[config.mk]
export PLATFORM = sky130hd
export DESIGN_NAME = hse_regs_top
export DESIGN_NICKNAME = d
export VERILOG_FILES = /design/src/logic/hse_pkg.sv /design/src/logic/hse_regbus_if.sv /design/src/logic/hse_i2c_slave.sv /design/src/logic/hse_poll_timer.sv /design/src/logic/hse_regs_top.sv
export SDC_FILE = /design/constraint.sdc
export NUM_CORES = 1
export LEC_CHECK = 0
export BUFFER_PORTS_ARGS = -buffer_cell sky130_fd_sc_hd__buf_2
export CAP_MARGIN = 5
export CORE_ASPECT_RATIO = 1.1
export CORE_MARGIN = 10
export CORE_UTILIZATION = 55
export CTS_CLUSTER_SIZE = 30
export DETAILED_ROUTE_END_ITERATION = 6
export GPL_ROUTABILITY_DRIVEN = 0
export HOLD_SLACK_MARGIN = 0.02
export PLACE_DENSITY = 0.72
export SYNTH_ARGS = -nofsm -noshare
export SYNTH_HDL_FRONTEND = slang
export SYNTH_SLANG_ARGS = --single-unit
export TNS_END_PERCENT = 1
[constraint.sdc]
create_clock -name clock -period 5.15 [get_ports clock]
set_input_delay 0.2575 -clock clock [delete_from_list [all_inputs] [get_ports clock]]
set_output_delay 0.2575 -clock clock [all_outputs]
set_load 0.02 [all_outputs]
[src/logic/hse_pkg.sv]
`default_nettype none
package hse_pkg;
  // Register map
  localparam logic [7:0] ADDR_EN2 = 8'h1e;
  localparam logic [7:0] ADDR_RSVD = 8'h1f;
  localparam logic [7:0] ADDR_CLK_KEY = 8'h66;
  localparam logic [7:0] EN2_RESET = 8'h01;
  localparam logic [7:0] CLK_KEY_RESET = 8'h00;
  localparam logic [7:0] RSVD_VALUE = 8'h00;
  localparam logic [7:0] UNMAPPED_VALUE = 8'h00;
  localparam logic [7:0] CLK_KEY_UNLOCK = 8'hf1;
  // Field positions in the second enable register
  localparam int EN2_LEFT = 7;
  localparam int EN2_RIGHT = 6;
  localparam int EN2_SLEW_DIS = 5;
  localparam int EN2_RSVD4 = 4;
  localparam int EN2_FAST = 3;
  localparam int EN2_THR = 2;
  localparam int EN2_MODE_HI = 1;
  localparam int EN2_MODE_LO = 0;
  // Automatic mode field encodings
  localparam logic [1:0] MODE_MANUAL = 2'h0;
  localparam logic [1:0] MODE_GATED = 2'h1;
  localparam logic [1:0] MODE_FORCED = 2'h2;
  // Serial bus device address, arbitrary value
  localparam logic [6:0] DEV_ADDR = 7'h2a;
  // Timing
  localparam int unsigned CLK_MHZ = 200;
  localparam int unsigned POLL_SLOW_S = 2;
  localparam int unsigned POLL_FAST_MS = 333;
  localparam int unsigned POLL_SLOW_CYC_DEF = POLL_SLOW_S * CLK_MHZ * 1000000;
  localparam int unsigned POLL_FAST_CYC_DEF = POLL_FAST_MS * CLK_MHZ * 1000;
  localparam int unsigned SLEW_STEP_US = 10;
  localparam int unsigned SLEW_STEP_CYC = SLEW_STEP_US * CLK_MHZ;
  localparam logic [11:0] SLEW_LAST = 12'(SLEW_STEP_CYC - 1);
  // Volume
  localparam int VOL_W = 6;
  localparam logic [VOL_W-1:0] VOL_MIN = 6'h00;
  localparam logic [3:0] BITS_PER_BYTE = 4'h8;
  typedef enum logic [3:0] {
    ST_IDLE, ST_ADDR, ST_ADDR_ACK, ST_PTR, ST_PTR_ACK, ST_WDATA, ST_WACK, ST_RDATA, ST_RACK
  } hse_i2c_state_t;
endpackage
`default_nettype wire

[src/logic/hse_regbus_if.sv]
`default_nettype none
interface hse_regbus_if;
  logic [7:0] addr;
  logic [7:0] wdata;
  logic [7:0] rdata;
  logic wr_stb;
  modport ctl (output addr, output wdata, output wr_stb, input rdata);
  modport regs (input addr, input wdata, input wr_stb, output rdata);
endinterface
`default_nettype wire

[src/logic/hse_i2c_slave.sv]
`default_nettype none
module hse_i2c_slave (
  input wire logic clock,
  input wire logic rst_n,
  input wire logic scl_in,
  input wire logic sda_in,
  output logic sda_oe,
  hse_regbus_if.ctl bus
);
  import hse_pkg::*;
  hse_i2c_state_t state_reg;
  logic scl_prev_reg, sda_prev_reg, rw_reg, nack_reg, wr_reg;
  logic [3:0] cnt_reg;
  logic [7:0] sh_reg, ptr_reg, wdata_reg;
  logic scl_rise, scl_fall, start_seen, stop_seen, byte_done;

  // Line history for edges and bus conditions
  always_ff @(posedge clock or negedge rst_n) begin
    if (!rst_n) begin
      scl_prev_reg <= 1'b1;
      sda_prev_reg <= 1'b1;
    end else begin
      scl_prev_reg <= scl_in;
      sda_prev_reg <= sda_in;
    end
  end
  assign scl_rise = scl_in & ~scl_prev_reg;
  assign scl_fall = ~scl_in & scl_prev_reg;
  assign start_seen = scl_in & scl_prev_reg & sda_prev_reg & ~sda_in;
  assign stop_seen = scl_in & scl_prev_reg & ~sda_prev_reg & sda_in;
  assign byte_done = scl_fall && cnt_reg == BITS_PER_BYTE;

  // Transfer sequencer: address, pointer, then data bytes with auto increment
  always_ff @(posedge clock or negedge rst_n) begin
    if (!rst_n) begin
      state_reg <= ST_IDLE;
      cnt_reg <= 4'h0;
      sh_reg <= 8'h00;
      ptr_reg <= 8'h00;
      rw_reg <= 1'b0;
      nack_reg <= 1'b0;
    end else if (start_seen) begin
      state_reg <= ST_ADDR;
      cnt_reg <= 4'h0;
    end else if (stop_seen) begin
      state_reg <= ST_IDLE;
    end else begin
      case (state_reg)
        ST_ADDR, ST_PTR, ST_WDATA: begin
          if (scl_rise) begin
            sh_reg <= {sh_reg[6:0], sda_in};
            cnt_reg <= cnt_reg + 4'h1;
          end
          if (byte_done) begin
            if (state_reg == ST_ADDR) begin
              rw_reg <= sh_reg[0];
              state_reg <= (sh_reg[7:1] == DEV_ADDR) ? ST_ADDR_ACK : ST_IDLE;
            end else if (state_reg == ST_PTR) begin
              ptr_reg <= sh_reg;
              state_reg <= ST_PTR_ACK;
            end else begin
              state_reg <= ST_WACK;
            end
          end
        end
        ST_ADDR_ACK, ST_PTR_ACK, ST_WACK: begin
          if (scl_fall) begin
            cnt_reg <= 4'h0;
            if (state_reg == ST_ADDR_ACK && rw_reg) begin
              sh_reg <= bus.rdata;
              state_reg <= ST_RDATA;
            end else begin
              state_reg <= (state_reg == ST_ADDR_ACK) ? ST_PTR : ST_WDATA;
            end
            if (state_reg == ST_WACK) begin
              ptr_reg <= ptr_reg + 8'h01;
            end
          end
        end
        ST_RDATA: begin
          if (scl_fall && cnt_reg == 4'h7) begin
            state_reg <= ST_RACK;
            ptr_reg <= ptr_reg + 8'h01;
          end else if (scl_fall) begin
            sh_reg <= {sh_reg[6:0], 1'b0};
            cnt_reg <= cnt_reg + 4'h1;
          end
        end
        ST_RACK: begin
          if (scl_rise) begin
            nack_reg <= sda_in;
          end
          if (scl_fall && nack_reg) begin
            state_reg <= ST_IDLE;
          end else if (scl_fall) begin
            sh_reg <= bus.rdata;
            cnt_reg <= 4'h0;
            state_reg <= ST_RDATA;
          end
        end
        default: state_reg <= ST_IDLE;
      endcase
    end
  end

  // One-cycle write strobe with the received byte
  always_ff @(posedge clock or negedge rst_n) begin
    if (!rst_n) begin
      wr_reg <= 1'b0;
      wdata_reg <= 8'h00;
    end else begin
      wr_reg <= state_reg == ST_WDATA && byte_done && !start_seen && !stop_seen;
      if (state_reg == ST_WDATA && byte_done) begin
        wdata_reg <= sh_reg;
      end
    end
  end

  // Open-drain drive: pull low for acknowledge and for zero data bits
  assign sda_oe = state_reg == ST_ADDR_ACK || state_reg == ST_PTR_ACK || state_reg == ST_WACK ||
    (state_reg == ST_RDATA && !sh_reg[7]);
  assign bus.addr = ptr_reg;
  assign bus.wdata = wdata_reg;
  assign bus.wr_stb = wr_reg;
endmodule
`default_nettype wire

[src/logic/hse_poll_timer.sv]
`default_nettype none
module hse_poll_timer #(
  parameter int unsigned SLOW_CYC = hse_pkg::POLL_SLOW_CYC_DEF,
  parameter int unsigned FAST_CYC = hse_pkg::POLL_FAST_CYC_DEF
) (
  input wire logic clock,
  input wire logic rst_n,
  input wire logic fast_sel,
  input wire logic switch_ok,
  input wire logic switch_closed,
  output logic poll_req
);
  import hse_pkg::*;
  logic [31:0] cnt_reg;
  logic [31:0] last;
  logic sw_prev_reg;
  logic wrap;

  // Interval end depends on the polling speed bit
  assign last = fast_sel ? FAST_CYC - 1 : SLOW_CYC - 1;
  assign wrap = cnt_reg >= last;

  // Interval counter runs only while the mechanical switch is unusable
  always_ff @(posedge clock or negedge rst_n) begin
    if (!rst_n) begin
      cnt_reg <= 32'h0;
    end else if (switch_ok || wrap) begin
      cnt_reg <= 32'h0;
    end else begin
      cnt_reg <= cnt_reg + 32'h1;
    end
  end

  // Poll pulse: switch closing at once, or interval tick otherwise
  always_ff @(posedge clock or negedge rst_n) begin
    if (!rst_n) begin
      sw_prev_reg <= 1'b0;
      poll_req <= 1'b0;
    end else begin
      sw_prev_reg <= switch_closed;
      poll_req <= switch_ok ? switch_closed & ~sw_prev_reg : wrap;
    end
  end
endmodule
`default_nettype wire

[src/logic/hse_regs_top.sv]
`default_nettype none
// Overview of operation
// - Bit 7 enables the left headphone channel; resets zero.
// - Bit 6 enables the right headphone channel; resets zero.
// - Channel bits turn read-only status in automatic modes 01 and 10.
// - Bit 5 zero steps volume through intermediate values; one disables stepping.
// - With stepping, volume ramps up from minimum at turn-on, down at turn-off.
// - Bit 3 picks polling: zero every 2 s, one every 333 ms.
// - Polling applies only without a working detect switch; else insertion detection is immediate.
// - Bit 2 selects class-G switching threshold: zero low, one high.
// - Bits 1-0 form the mode field, reset 01; automatic makes enables read-only.
// - Mode 00: software owns enables, registers writable, shutdown and sleep ignored.
// - Mode 01: detection drives enables while shutdown one and sleep zero; low power unless shutdown one.
// - Mode 10: detection drives enables regardless of shutdown and sleep.
// - Register 0x1f is read-only and always reads zero.
// - Shutdown zero holds lowest power in mode 01 only; one activates and, in modes 01 and 10, starts detection at once.
module hse_regs_top #(
  parameter int unsigned POLL_SLOW_CYC = hse_pkg::POLL_SLOW_CYC_DEF,
  parameter int unsigned POLL_FAST_CYC = hse_pkg::POLL_FAST_CYC_DEF
) (
  input wire logic clock,
  input wire logic rstn,
  input wire logic scl_in,
  input wire logic sda_in,
  output logic sda_out,
  output logic sda_oe,
  input wire logic power_down_ctrl,
  input wire logic sleep_ctrl,
  input wire logic det_valid,
  input wire logic det_left,
  input wire logic det_right,
  input wire logic jack_detect_switch_ok,
  input wire logic jack_detect_switch,
  input wire logic [hse_pkg::VOL_W-1:0] vol_target,
  output logic left_channel_on,
  output logic right_channel_on,
  output logic [hse_pkg::VOL_W-1:0] vol_level,
  output logic volume_slew_disable,
  output logic classg_threshold_high,
  output logic poll_req,
  output logic low_power,
  output logic det_start,
  output logic first_enable_ro,
  output logic clock_set_unlocked
);
  import hse_pkg::*;

  logic rst_meta_reg, rst_n_s;
  logic [7:0] en2_reg, en2_next, key_reg;
  logic [1:0] mode;
  logic auto_on, auto_l, auto_r, amp_on, slew_dis, ramp_hold, step_tick;
  logic pdc_prev_reg;
  logic [11:0] slew_cnt_reg;
  logic [VOL_W-1:0] vol_reg, vol_goal;
  logic left_on_reg, right_on_reg;
  logic en2_wr, key_wr;

  hse_regbus_if bus ();

  // Mode codes that hand the enables to the detection logic
  function automatic logic is_auto(input logic [1:0] m);
    is_auto = m == MODE_GATED || m == MODE_FORCED;
  endfunction

  // Reset release through two flops
  always_ff @(posedge clock or negedge rstn) begin
    if (!rstn) begin
      rst_meta_reg <= 1'b0;
      rst_n_s <= 1'b0;
    end else begin
      rst_meta_reg <= 1'b1;
      rst_n_s <= rst_meta_reg;
    end
  end

  // Serial register access and jack polling
  hse_i2c_slave u_i2c (
    .clock(clock),
    .rst_n(rst_n_s),
    .scl_in(scl_in),
    .sda_in(sda_in),
    .sda_oe(sda_oe),
    .bus(bus.ctl)
  );

  hse_poll_timer #(
    .SLOW_CYC(POLL_SLOW_CYC),
    .FAST_CYC(POLL_FAST_CYC)
  ) u_poll (
    .clock(clock),
    .rst_n(rst_n_s),
    .fast_sel(en2_reg[EN2_FAST]),
    .switch_ok(jack_detect_switch_ok),
    .switch_closed(jack_detect_switch),
    .poll_req(poll_req)
  );

  // Ownership of the channel enables
  assign mode = en2_reg[EN2_MODE_HI:EN2_MODE_LO];
  assign auto_on = det_valid && (mode == MODE_FORCED ||
    (mode == MODE_GATED && power_down_ctrl && !sleep_ctrl));
  assign auto_l = auto_on & det_left;
  assign auto_r = auto_on & det_right;
  assign en2_wr = bus.wr_stb && bus.addr == ADDR_EN2;
  assign key_wr = bus.wr_stb && bus.addr == ADDR_CLK_KEY;

  // Next value of enable two: host write, then status override
  always_comb begin
    en2_next = en2_reg;
    if (en2_wr) begin
      if (is_auto(bus.wdata[EN2_MODE_HI:EN2_MODE_LO])) begin
        en2_next = {en2_reg[EN2_LEFT:EN2_RIGHT], bus.wdata[EN2_SLEW_DIS:0]};
      end else begin
        en2_next = bus.wdata;
      end
    end
    if (is_auto(en2_next[EN2_MODE_HI:EN2_MODE_LO])) begin
      en2_next[EN2_LEFT] = auto_l;
      en2_next[EN2_RIGHT] = auto_r;
    end
  end

  // Enable two storage; bit 4 is kept as written
  always_ff @(posedge clock or negedge rst_n_s) begin
    if (!rst_n_s) begin
      en2_reg <= EN2_RESET;
    end else begin
      en2_reg <= en2_next;
    end
  end

  // Clock unlock key and its decoded state
  always_ff @(posedge clock or negedge rst_n_s) begin
    if (!rst_n_s) begin
      key_reg <= CLK_KEY_RESET;
      clock_set_unlocked <= 1'b0;
    end else begin
      if (key_wr) begin
        key_reg <= bus.wdata;
      end
      clock_set_unlocked <= key_reg == CLK_KEY_UNLOCK;
    end
  end

  // Read data; reserved and unmapped offsets read zero
  always_comb begin
    case (bus.addr)
      ADDR_EN2: bus.rdata = en2_reg;
      ADDR_RSVD: bus.rdata = RSVD_VALUE;
      ADDR_CLK_KEY: bus.rdata = key_reg;
      default: bus.rdata = UNMAPPED_VALUE;
    endcase
  end

  // Shutdown control: detection start on activation, low power while held
  always_ff @(posedge clock or negedge rst_n_s) begin
    if (!rst_n_s) begin
      pdc_prev_reg <= 1'b0;
      det_start <= 1'b0;
      low_power <= 1'b0;
      first_enable_ro <= 1'b0;
    end else begin
      pdc_prev_reg <= power_down_ctrl;
      det_start <= power_down_ctrl && !pdc_prev_reg && mode != MODE_MANUAL;
      low_power <= mode == MODE_GATED && !power_down_ctrl;
      first_enable_ro <= is_auto(mode);
    end
  end

  // Volume slew step timer
  assign slew_dis = en2_reg[EN2_SLEW_DIS];
  assign step_tick = slew_cnt_reg == SLEW_LAST;
  always_ff @(posedge clock or negedge rst_n_s) begin
    if (!rst_n_s) begin
      slew_cnt_reg <= 12'h000;
    end else if (step_tick || slew_dis) begin
      slew_cnt_reg <= 12'h000;
    end else begin
      slew_cnt_reg <= slew_cnt_reg + 12'h001;
    end
  end

  // Volume follows its goal one step per tick, or at once without slewing
  assign amp_on = en2_reg[EN2_LEFT] | en2_reg[EN2_RIGHT];
  assign vol_goal = amp_on ? vol_target : VOL_MIN;
  always_ff @(posedge clock or negedge rst_n_s) begin
    if (!rst_n_s) begin
      vol_reg <= VOL_MIN;
    end else if (slew_dis) begin
      vol_reg <= vol_goal;
    end else if (step_tick && vol_reg < vol_goal) begin
      vol_reg <= vol_reg + 6'h01;
    end else if (step_tick && vol_reg > vol_goal) begin
      vol_reg <= vol_reg - 6'h01;
    end
  end

  // Channels stay on until the turn-off ramp reaches minimum
  assign ramp_hold = !amp_on && !slew_dis && vol_reg != VOL_MIN;
  always_ff @(posedge clock or negedge rst_n_s) begin
    if (!rst_n_s) begin
      left_on_reg <= 1'b0;
      right_on_reg <= 1'b0;
    end else begin
      left_on_reg <= en2_reg[EN2_LEFT] | (left_on_reg & ramp_hold);
      right_on_reg <= en2_reg[EN2_RIGHT] | (right_on_reg & ramp_hold);
    end
  end

  // Outputs
  assign sda_out = 1'b0;
  assign left_channel_on = left_on_reg;
  assign right_channel_on = right_on_reg;
  assign vol_level = vol_reg;
  assign volume_slew_disable = en2_reg[EN2_SLEW_DIS];
  assign classg_threshold_high = en2_reg[EN2_THR];
endmodule
`default_nettype wire

==> results of run 1 <==
## metrics by stage
step	area [µm²]	utilization	worst slack [ns]	power, mW	instances
2_1_floorplan	6260	-	1.74	1.31	650
3_3_place_gp	6550	0.595	1.70	1.39	812
3_5_place_dp	6550	0.595	1.54	1.41	812
4_1_cts	7220	0.655	1.51	2.64	849
5_1_grt	7220	0.655	1.16	2.74	849
6_report	7220	0.655	1.50	2.62	849
## placed cells by master, fill, tap and decap left out, types with 4 or more instances in the layout
| cell type | count |
|---|---|
| nor3_1 | 11 |
| nand4_1 | 15 |
| buf_2 | 32 |
| o21ai_0 | 44 |
| nand3_1 | 30 |
| conb_1 | 4 |
| and3_1 | 5 |
| nor2_1 | 67 |
| nand2b_1 | 7 |
| xor2_1 | 20 |
| and2_1 | 4 |
| nor2b_1 | 5 |
| o22ai_1 | 4 |
| a211oi_1 | 7 |
| clkinvlp_4 | 5 |
| a21oi_1 | 31 |
| nand3b_1 | 5 |
| nor4_1 | 7 |
| mux2_2 | 27 |
| a22oi_1 | 7 |
| xnor2_1 | 23 |
| a21o_1 | 5 |
| clkbuf_16 | 17 |
| inv_1 | 25 |
| bufinv_16 | 4 |
| nand2_1 | 72 |
| dlygate4sd3_1 | 5 |
| nand4b_1 | 4 |
| ha_1 | 35 |
| dfrtp_1 | 110 |
## layout make-up
type                    instances  share of cell area
multi-input cells             491               0.447
well taps                     147              0.0255
flip-flops and latches        114               0.396
inverters                      25              0.0130
repair buffers                 40              0.0322
clock inverters                13              0.0257
clock buffers                  19              0.0600
## path summary, 6_finish.rpt
check	to	slack [ns]	depth (start not counted)
worst max-delay path	vol_level[5]	1.50	14
worst max register to register	vol_level[5]	1.50	14
worst min register to register	u_poll.cnt_reg[16]	0.33	0
max in group asynchronous	en2_reg[6]	3.56	1
worst min-delay path	u_poll.poll_req	0.07	2
min in group asynchronous	rst_n_s	0.15	2
## layer usage
layer | routed length (µm) | share of wire
met5 | 0 | 0
met1 | 5970 | 0.45
met3 | 434 | 0.033
met2 | 6670 | 0.51
met4 | 123 | 0.0093
## what timing repair did
item,4_1_cts,5_1_grt
hold buffers,5,0
hold endpoints to repair,7,0
setup endpoints to repair,0,0
## kinds of logic after synthesis
family          Yosys count
simple gates            250
buf+inv                  45
other cells               2
compound gates          128
fa+ha+maj                37
flops                   114
mux                      29
xor+xnor                 43
## report_power, final
part / switching (mW) / internal (mW)
logic: 0.165 / 0.125
registers: 0.134 / 0.975
clock network: 0.412 / 0.808
==> impl_metrics.py, run 1 <==
metrics = {
    "status": {
        "status": "completed",
    },
    "drt": {
        "ant_nets": 0,
        "vias_per_cell": 5.72,
        "drtPass1Iterations": 4,
        "dr.first_iter.drc_count": 311,
        "drt-wirelength-per-cell_um": 15.5,
        "drc": 0,
        "routed_wl_mm": 13.2,
        "vias": 4855,
    },
    "sta": {
        "setup_violations": 0,
        "hold_ws_ns": 0.0679,
        "skew_ns": 0.0180,
        "slew_viol_final": 0,
        "setup-tns-final_ns": 0,
        "period_needed_ns": 3.65,
        "maxSlewHeadroom": 0.302,
        "max_freq_mhz": 274,
        "grt_setup_unrepaired": "no",
        "worstMarginPinSlew_ns": 1.04,
        "fin_crit_sh": 0.709,
        "hold_violations": 0,
    },
    "worst_setup_path": {
        "crit_chain": "inv_1 > nand2_1 > nand2_1 > ha_1 > o21ai_0 > nor2_1 > or4_4 > ha_1 > a211oi_1 > o21bai_1 > a21oi_1 > xor2_1 > nor4_1 > a311o_1",
        "worstPathMaxFanout": 6,
        "cp-end-kind": "flip-flop",
        "cpPeakStageDelay_ns": 0.58,
        "cp-start-kind": "flip-flop",
        "worstPathArrival_ns": 3.94,
        "required_ns": 5.44,
        "reg2reg_from": "en2_reg[6]",
        "worstSetupPathType": "reg2reg",
        "setup.worst_path.start": "en2_reg[6]",
        "cp_slowest_cell": "or4_4",
        "path_buf_inv": 1,
        "critical_path.top_delay_family": "compound AO/OA/AOI/OAI gates",
    },
    "floorplan": {
        "core_area_mm2": 0.0110,
        "initial_utilization": 0.568,
        "io_pins": 34,
        "die_w_um": 122,
        "std_cell_rows": 40,
        "dieArea_mm2": 0.0160,
        "dieHeight_um": 132,
    },
    "synthesis": {
        "yosysWarnings": 0,
        "synthSimpleGateAreaFrac": 0.199,
        "ys_types": 65,
        "yosys_most_used_dff": "dfrtp_1",
        "syn-instance-count": 648,
        "synth_common_cells": "dfrtp_1, nand2_1, nor2_1",
        "ys_async_sr_fraction": 1.00,
        "synthAdderAreaFrac": 0.0748,
        "synth_top_area_share": 0.444,
        "synth_xor_area_frac": 0.0602,
        "synthTopCellsByArea": "dfrtp_1, ha_1, mux2_2",
        "postSynthAreaPerCell_um2": 9.65,
        "synthesis.area_mm2": 0.00625,
        "synth_top_family_by_area": "simple AND/OR/NAND/NOR gates",
        "yosysMostFrequentCell": "dfrtp_1",
        "muxShareOfSynthArea": 0.0518,
        "ys_ff_latch": 114,
        "synth_compound_gate_area_share": 0.127,
        "yosysTopAreaCell": "dfrtp_1",
        "synth_edf_count": 0,
        "ys_seq_area_frac": 0.457,
    },
    "min_path": {
        "hold_path_class": "in2reg",
        "hold_start": "jack_detect_switch_ok",
    },
    "clocking": {
        "cts_tree": "yes",
        "clock_path_buffers": 2,
        "clk_pin_slew_ns": 0.05,
        "root_buffer": "clkbuf_16",
        "cts_setup_buffers": 0,
        "numClockSinks": 114,
        "insertion_delay_ns": 0.42,
        "numCtsBuffers": 17,
        "htreeDepth": 4,
        "post_cts_resized": 0,
    },
    "place": {
        "place_hpwl_mm": 9.27,
        "port_buffers": 32,
    },
    "layout": {
        "nNetsFinal": 742,
        "nFillCells": 873,
        "n_antenna_cell": 0,
        "area_growth_pct": 15.4,
        "drive_gt1_frac": 0.154,
        "regArea_mm2": 0.00286,
        "multi_input_area_mm2": 0.00323,
        "largest_reg_flops": 32,
    },
    "job": {
        "max_cap_viol_count": 0,
    },
    "pwr": {
        "pwr_density_cell_mw_per_mm2": 363,
        "peakVddDrop_mv": 0.356,
        "power_leakage_nw": 3.13,
    },
    "grt": {
        "grt_use_met1": 0.216,
        "grt_busiest_layer": "met2",
        "overflow": 0,
        "grt_pass1_vias": 4858,
        "antenna_found_initial": 0,
        "grt_usage": 0.175,
        "grt_pass1_wl_mm": 23.3,
        "use_met2": 0.283,
        "grt_use_met3": 0.0446,
        "grt_max_degree": 69,
    },
}
Power figures use the tool's default switching activity.
==> run 2, diff against run 1 <==
--- a/config.mk
+++ b/config.mk
@@ -5,6 +5,7 @@
 export SDC_FILE = /design/constraint.sdc
 export NUM_CORES = 1
 export LEC_CHECK = 0
+export ABC_AREA = 1
 export BUFFER_PORTS_ARGS = -buffer_cell sky130_fd_sc_hd__buf_2
 export CAP_MARGIN = 5
 export CORE_ASPECT_RATIO = 1.1
==> constraint.sdc (replaced) <==
create_clock -name clock -period 3.75 [get_ports clock]
set_input_delay 0.1875 -clock clock [delete_from_list [all_inputs] [get_ports clock]]
set_output_delay 0.1875 -clock clock [all_outputs]
set_load 0.02 [all_outputs]
==> run 2 against run 1 <==
- sequential power rose by 33%
- area after synthesis up 8.0%
- global-route usage grew 0.65 points
- register-to-register slack worse by 0.63 ns
==> impl_metrics.py, run 2 <==
metrics = {
    "clocking": {
        "insertion_delay_ns": 0.42,
        "root_buffer": "clkbuf_16",
        "cts_setup_buffers": 0,
        "clock_path_buffers": 2,
        "numCtsBuffers": 17,
        "numClockSinks": 114,
        "clk_pin_slew_ns": 0.05,
        "ctsHoldBuffers": 5,
        "htreeDepth": 4,
        "post_cts_resized": 0,
        "cts_tree": "yes",
    },
    "synthesis": {
        "synth_xor_area_frac": 0.0467,
        "syn-instance-count": 867,
        "synthesis.area_mm2": 0.00675,
        "ys_ff_latch": 114,
        "ys_types": 44,
        "synthSimpleGateAreaFrac": 0.300,
        "postSynthAreaPerCell_um2": 7.79,
        "synth_common_cells": "nand2_1, dfrtp_1, inv_1",
        "yosysMostFrequentCell": "nand2_1",
        "muxShareOfSynthArea": 0,
        "synth_edf_count": 0,
        "synth_top_family_by_area": "simple AND/OR/NAND/NOR gates",
        "synthTopCellsByArea": "dfrtp_1, nand2_1, ha_1",
        "ys_seq_area_frac": 0.423,
        "yosys_most_used_dff": "dfrtp_1",
        "synthAdderAreaFrac": 0.0678,
        "yosysTopAreaCell": "dfrtp_1",
        "yosysWarnings": 0,
        "synth_top_area_share": 0.411,
        "ys_async_sr_fraction": 1.00,
        "synth_compound_gate_area_share": 0.0873,
    },
    "grt": {
        "grt_busiest_layer": "met2",
        "grt_use_met3": 0.0425,
        "use_met2": 0.296,
        "grt_usage": 0.181,
        "overflow": 0,
        "grt_pass1_wl_mm": 25.8,
        "grt_use_met1": 0.228,
        "grt_pass1_vias": 5484,
        "antenna_found_initial": 0,
        "grt_max_degree": 54,
    },
    "sta": {
        "skew_ns": 0.00984,
        "fin_crit_sh": 0.768,
        "max_freq_mhz": 347,
        "period_needed_ns": 2.88,
        "hold_ws_ns": 0.0857,
        "worstMarginPinSlew_ns": 0.714,
        "slew_viol_final": 0,
        "setup_violations": 0,
        "grt_setup_unrepaired": "no",
        "hold_violations": 0,
        "setup-tns-final_ns": 0,
        "maxSlewHeadroom": 0.522,
    },
    "layout": {
        "area_growth_pct": 14.5,
        "fin_area_mm2": 0.00773,
        "mostFrequentLayoutCells": "nand2_1, dfrtp_1, inv_1",
        "nNetsFinal": 964,
        "drive_gt1_frac": 0.114,
        "largest_reg_flops": 32,
        "n_antenna_cell": 0,
        "fin_cells": 1078,
        "final_common_cell": "nand2_1",
    },
    "floorplan": {
        "io_pins": 34,
        "dieHeight_um": 136,
        "core_area_mm2": 0.0120,
        "initial_utilization": 0.561,
        "dieArea_mm2": 0.0171,
        "std_cell_rows": 42,
        "die_w_um": 126,
    },
    "drt": {
        "drtPass1Iterations": 7,
        "drt-wirelength-per-cell_um": 13.9,
        "ant_nets": 0,
        "routed_wl_mm": 15.0,
        "drc": 0,
        "vias": 5661,
        "dr.first_iter.drc_count": 424,
        "vias_per_cell": 5.25,
    },
    "worst_setup_path": {
        "worstSetupEndpoint": "vol_level[5]",
        "worstPathMaxFanout": 6,
        "reg2reg_from": "en2_reg[6]",
        "ff2ff_setup_slack_ns": 0.87,
        "critical_path.top_delay_family": "simple AND/OR/NAND/NOR gates",
        "setup.worst_path.start": "en2_reg[6]",
        "required_ns": 4.05,
        "worst_r2r_endpoint": "vol_level[5]",
        "cp-end-kind": "flip-flop",
        "ff2ff_path_depth": 17,
        "crit_chain": "nor2_1 > inv_1 > nand2_1 > ha_1 > a21oi_1 > nand3_1 > or2_2 > ha_1 > nand2_1 > nand2_1 > nand3_1 > nand3_1 > inv_1 > nand3_1 > nand3_1 > nand2_1 > nand2_1",
        "path_depth": 17,
        "path_buf_inv": 2,
        "worstSetupPathType": "reg2reg",
        "cp_slowest_cell": "dfrtp_1",
        "cp-start-kind": "flip-flop",
        "worstPathArrival_ns": 3.18,
        "cpPeakStageDelay_ns": 0.41,
    },
    "place": {
        "placed_cell_area_mm2": 0.00703,
        "placed_cells": 1041,
        "place_hpwl_mm": 11.0,
        "port_buffers": 32,
    },
    "pwr": {
        "pwr_density_cell_mw_per_mm2": 502,
        "peakVddDrop_mv": 0.387,
        "finalPower_mw": 3.89,
        "power_leakage_nw": 3.66,
    },
    "job": {
        "max_cap_viol_count": 0,
    },
    "min_path": {
        "hold_path_class": "in2async",
    },
    "status": {
        "status": "completed",
    },
}
-- run 2: cell count changes after synthesis, sizes merged, moves of 8 or more --
| cell | previous run | this run |
|---|---|---|
| nand2 | 72 | 218 |
| nor2 | 67 | 102 |
| nand3 | 30 | 66 |
| xnor2 | 23 | 8 |
| xor2 | 20 | 28 |
| mux2 | 27 | 0 |
| clkbuf | 12 | 3 |
| inv | 25 | 103 |
| o21ai | 44 | 60 |
| nor3 | 13 | 32 |
-- run 2: layout make-up --
class	count	area, µm²
multi-input cells	634	3400
repair buffers	40	233
fillers	1011	4300
inverters	104	390
well taps	154	193
clock buffers	24	482
flip-flops and latches	114	2860
clock inverters	8	174
-- run 2: per-layer routing --
| metal | part of all wire | vias up |
|---|---|---|
| li1 | - | 2904 |
| met2 | 0.49 | 135 |
| met5 | 0 | - |
| met1 | 0.45 | 2591 |
| met3 | 0.039 | 31 |
| met4 | 0.020 | 0 |
-- run 2: worst register-to-register path, stage by stage, from the launching register on --
cell and delay [ns]:
dfrtp_1 0.41, nor2_1 0.20, inv_1 0.14, nand2_1 0.10, ha_1 0.24, a21oi_1 0.20, nand3_1 0.12, or2_2 0.37
ha_1 0.38, nand2_1 0.08, nand2_1 0.08, nand3_1 0.07, nand3_1 0.10, inv_1 0.04, nand3_1 0.07, nand3_1 0.07
nand2_1 0.07, nand2_1 0.04
-- run 2: how the worst min path moves through the flow --
stage / endpoint / slack (ns) / cells past startpoint
2_1_floorplan: rst_meta_reg / -0.11 / 0
3_3_place_gp: rst_meta_reg / -0.03 / 1
3_5_place_dp: rst_meta_reg / -0.03 / 1
4_1_cts: rst_n_s / 0.07 / 2
5_1_grt: rst_n_s / 0.08 / 2
6_report: rst_n_s / 0.09 / 2
-- run 2: report_power, final --
group | total [mW] | switching, mW | internal (mW)
clock | 1.78 | 0.551 | 1.23
combinational | 0.620 | 0.392 | 0.227
sequential | 1.48 | 0.143 | 1.34
-- run 2: cells by family after synthesis --
| kind of cell | Yosys count |
|---|---|
| AO/OA/AOI/OAI | 105 |
| XOR/XNOR | 36 |
| adder cells (fa/ha/maj) | 36 |
| buffers and inverters | 121 |
| flip-flops | 114 |
| other | 2 |
| AND/OR/NAND/NOR | 453 |
-- run 2: metrics by stage --
stage / utilization / worst slack [ns]
floorplan: - / 0.344
global placement: 0.584 / 0.974
detailed placement: 0.584 / 0.868
CTS: 0.643 / 0.857
global route: 0.643 / 0.559
finish: 0.643 / 0.869
==> run 3, diff against run 2 <==
==> constraint.sdc (replaced) <==
create_clock -name clock -period 3 [get_ports clock]
set_input_delay 0.15 -clock clock [delete_from_list [all_inputs] [get_ports clock]]
set_output_delay 0.15 -clock clock [all_outputs]
set_load 0.02 [all_outputs]
==> run 3 against run 2 <==
- via count is 0.28% lower
- critical path depth increased by 2
- largest power group unchanged
- global-route usage is 0.15 points lower
- critical endpoint unchanged
- combinational power up 25%
- sequential power rose by 26%
- first-iteration DRC count decreased by 24%
- power grew 17%
==> impl_metrics.py, run 3 (synthesis results as in run 2) <==
metrics = {
    "grt": {
        "grt_busiest_layer": "met2",
        "antenna_found_initial": 0,
        "use_met2": 0.307,
        "grt_usage": 0.180,
        "grt_pass1_vias": 5502,
        "grt_max_degree": 67,
        "grt_pass1_wl_mm": 25.5,
        "overflow": 0,
        "grt_use_met1": 0.215,
        "grt_use_met3": 0.0370,
    },
    "drt": {
        "ant_nets": 0,
        "vias_per_cell": 5.23,
        "routed_wl_mm": 15.0,
        "vias": 5645,
        "drtPass1Iterations": 6,
        "dr.first_iter.drc_count": 322,
        "drc": 0,
        "drt-wirelength-per-cell_um": 13.9,
    },
    "pwr": {
        "peakVddDrop_mv": 0.589,
        "power_frac_comb": 0.169,
        "finalPower_mw": 4.56,
        "sequentialPowerShare": 0.408,
        "pwr_density_cell_mw_per_mm2": 591,
        "power_leakage_nw": 3.65,
        "swShare": 0.296,
        "internal_power_mw": 3.21,
        "p_sw_mw": 1.35,
        "p_clk_frac": 0.423,
    },
    "clocking": {
        "clk_pin_slew_ns": 0.05,
        "cts_setup_buffers": 0,
        "insertion_delay_ns": 0.42,
        "htreeDepth": 4,
        "root_buffer": "clkbuf_16",
        "clock_path_buffers": 2,
        "numClockSinks": 114,
        "numCtsBuffers": 17,
        "cts_tree": "yes",
    },
    "sta": {
        "worstMarginPinSlew_ns": 0.625,
        "hold_violations": 0,
        "setup_violations": 0,
        "max_freq_mhz": 371,
        "layout_setup_ws_ns": 0.308,
        "skew_ns": 0.00914,
        "hold_ws_ns": 0.0473,
        "fin_crit_sh": 0.897,
        "slew_viol_final": 0,
        "maxSlewHeadroom": 0.584,
        "period_needed_ns": 2.69,
    },
    "place": {
        "placed_cell_area_mm2": 0.00706,
        "port_buffers": 32,
        "post-place-ws_ns": 0.142,
        "place_hpwl_mm": 10.7,
    },
    "layout": {
        "area_growth_pct": 14.4,
        "nFillCells": 1078,
        "n_antenna_cell": 0,
        "largest_reg_flops": 32,
        "mostFrequentLayoutCells": "nand2_1, dfrtp_1, inv_1",
        "fin_area_mm2": 0.00772,
        "regArea_mm2": 0.00286,
        "nNetsFinal": 967,
        "final_common_cell": "nand2_1",
        "final_util": 0.642,
        "drive_gt1_frac": 0.122,
        "multi_input_area_mm2": 0.00344,
    },
    "status": {
        "status": "completed",
    },
    "worst_setup_path": {
        "cp-start-kind": "flip-flop",
        "worstPathMaxFanout": 6,
        "cp-end-kind": "flip-flop",
        "worstSetupPathType": "reg2reg",
        "worstPathArrival_ns": 3.00,
        "required_ns": 3.30,
    },
    "floorplan": {
        "die_w_um": 126,
        "dieArea_mm2": 0.0171,
        "initial_utilization": 0.561,
        "core_area_mm2": 0.0120,
        "dieHeight_um": 136,
        "io_pins": 34,
        "std_cell_rows": 42,
    },
    "job": {
        "max_cap_viol_count": 0,
    },
    "min_path": {
        "hold_path_class": "in2async",
    },
}
run 3: cell types whose count changed in the layout (fill, tap and decap cells not counted), sizes merged:
| cell | delta |
|---|---|
| buf | +3 |
| bufinv | -3 |
| clkbuf | -4 |
| clkinv | +4 |
| clkinvlp | +1 |
run 3: area by class of cell:
type / count / share of cell area
flip-flops and latches: 114 / 0.370
clock inverters: 10 / 0.0144
clock buffers: 20 / 0.0591
repair buffers: 43 / 0.0347
well taps: 154 / 0.0249
multi-input cells: 634 / 0.446
inverters: 104 / 0.0505
run 3: timing repair:
item	4_1_cts	5_1_grt
endpoints found under the hold margin	8	0
setup endpoints to repair	0	3
hold buffers	5	0
resized for setup	0	7
run 3: final timing paths:
kind / to / from / cells past startpoint / slack (ns)
setup / recovery: vol_level[5] / en2_reg[6] / 19 / 0.31
hold / removal: rst_n_s / rstn / 2 / 0.05
setup reg to reg: vol_level[5] / en2_reg[6] / 19 / 0.31
hold reg to reg: rst_n_s / rst_meta_reg / 0 / 0.35
max in group asynchronous: u_poll.cnt_reg[2] / rst_n_s / 1 / 1.86
min in group clock: vol_level[4] / vol_target[4] / 3 / 0.05
run 3: worst max-delay path, cell delays in order, from the launching register on:
cell and delay (ns):
dfrtp_1 0.41, nor2_2 0.15, inv_1 0.12, nand2_1 0.10, ha_1 0.24, nand2_1 0.09
nor2_1 0.06, nand2_1 0.08, nand3_1 0.09, or2_4 0.32, ha_4 0.31, nand2_1 0.05
nand2_1 0.07, nand3_1 0.07, nand3_1 0.11, inv_1 0.04, nand3_1 0.08, nand3_1 0.08
nand2_1 0.07, nand2_1 0.04
run 3: routing by layer:
metal | wire length [µm] | part of all wire | vias to the layer above
met5 | 0 | 0 | -
met4 | 326 | 0.022 | 0
met3 | 429 | 0.029 | 22
met2 | 7620 | 0.51 | 90
met1 | 6580 | 0.44 | 2623
li1 | - | - | 2910
run 3: metrics by stage:
| stage | TNS (ns) | std cells |
|---|---|---|
| floorplan | 0 | 869 |
| global placement | 0 | 1044 |
| detailed placement | 0 | 1044 |
| CTS | 0 | 1079 |
| global route | -0.00549 | 1079 |
| finish | 0 | 1079 |
run 3: power by group through the flow:
| stage | registers, mW | logic (mW) | clock network, mW |
|---|---|---|---|
| 2_1_floorplan | 1.84 | 0.658 | 0 |
| 3_3_place_gp | 1.88 | 0.757 | 0 |
| 3_5_place_dp | 1.88 | 0.767 | 0 |
| 4_1_cts | 1.86 | 0.777 | 1.96 |
| 5_1_grt | 1.89 | 0.895 | 2.03 |
| 6_report | 1.86 | 0.772 | 1.93 |
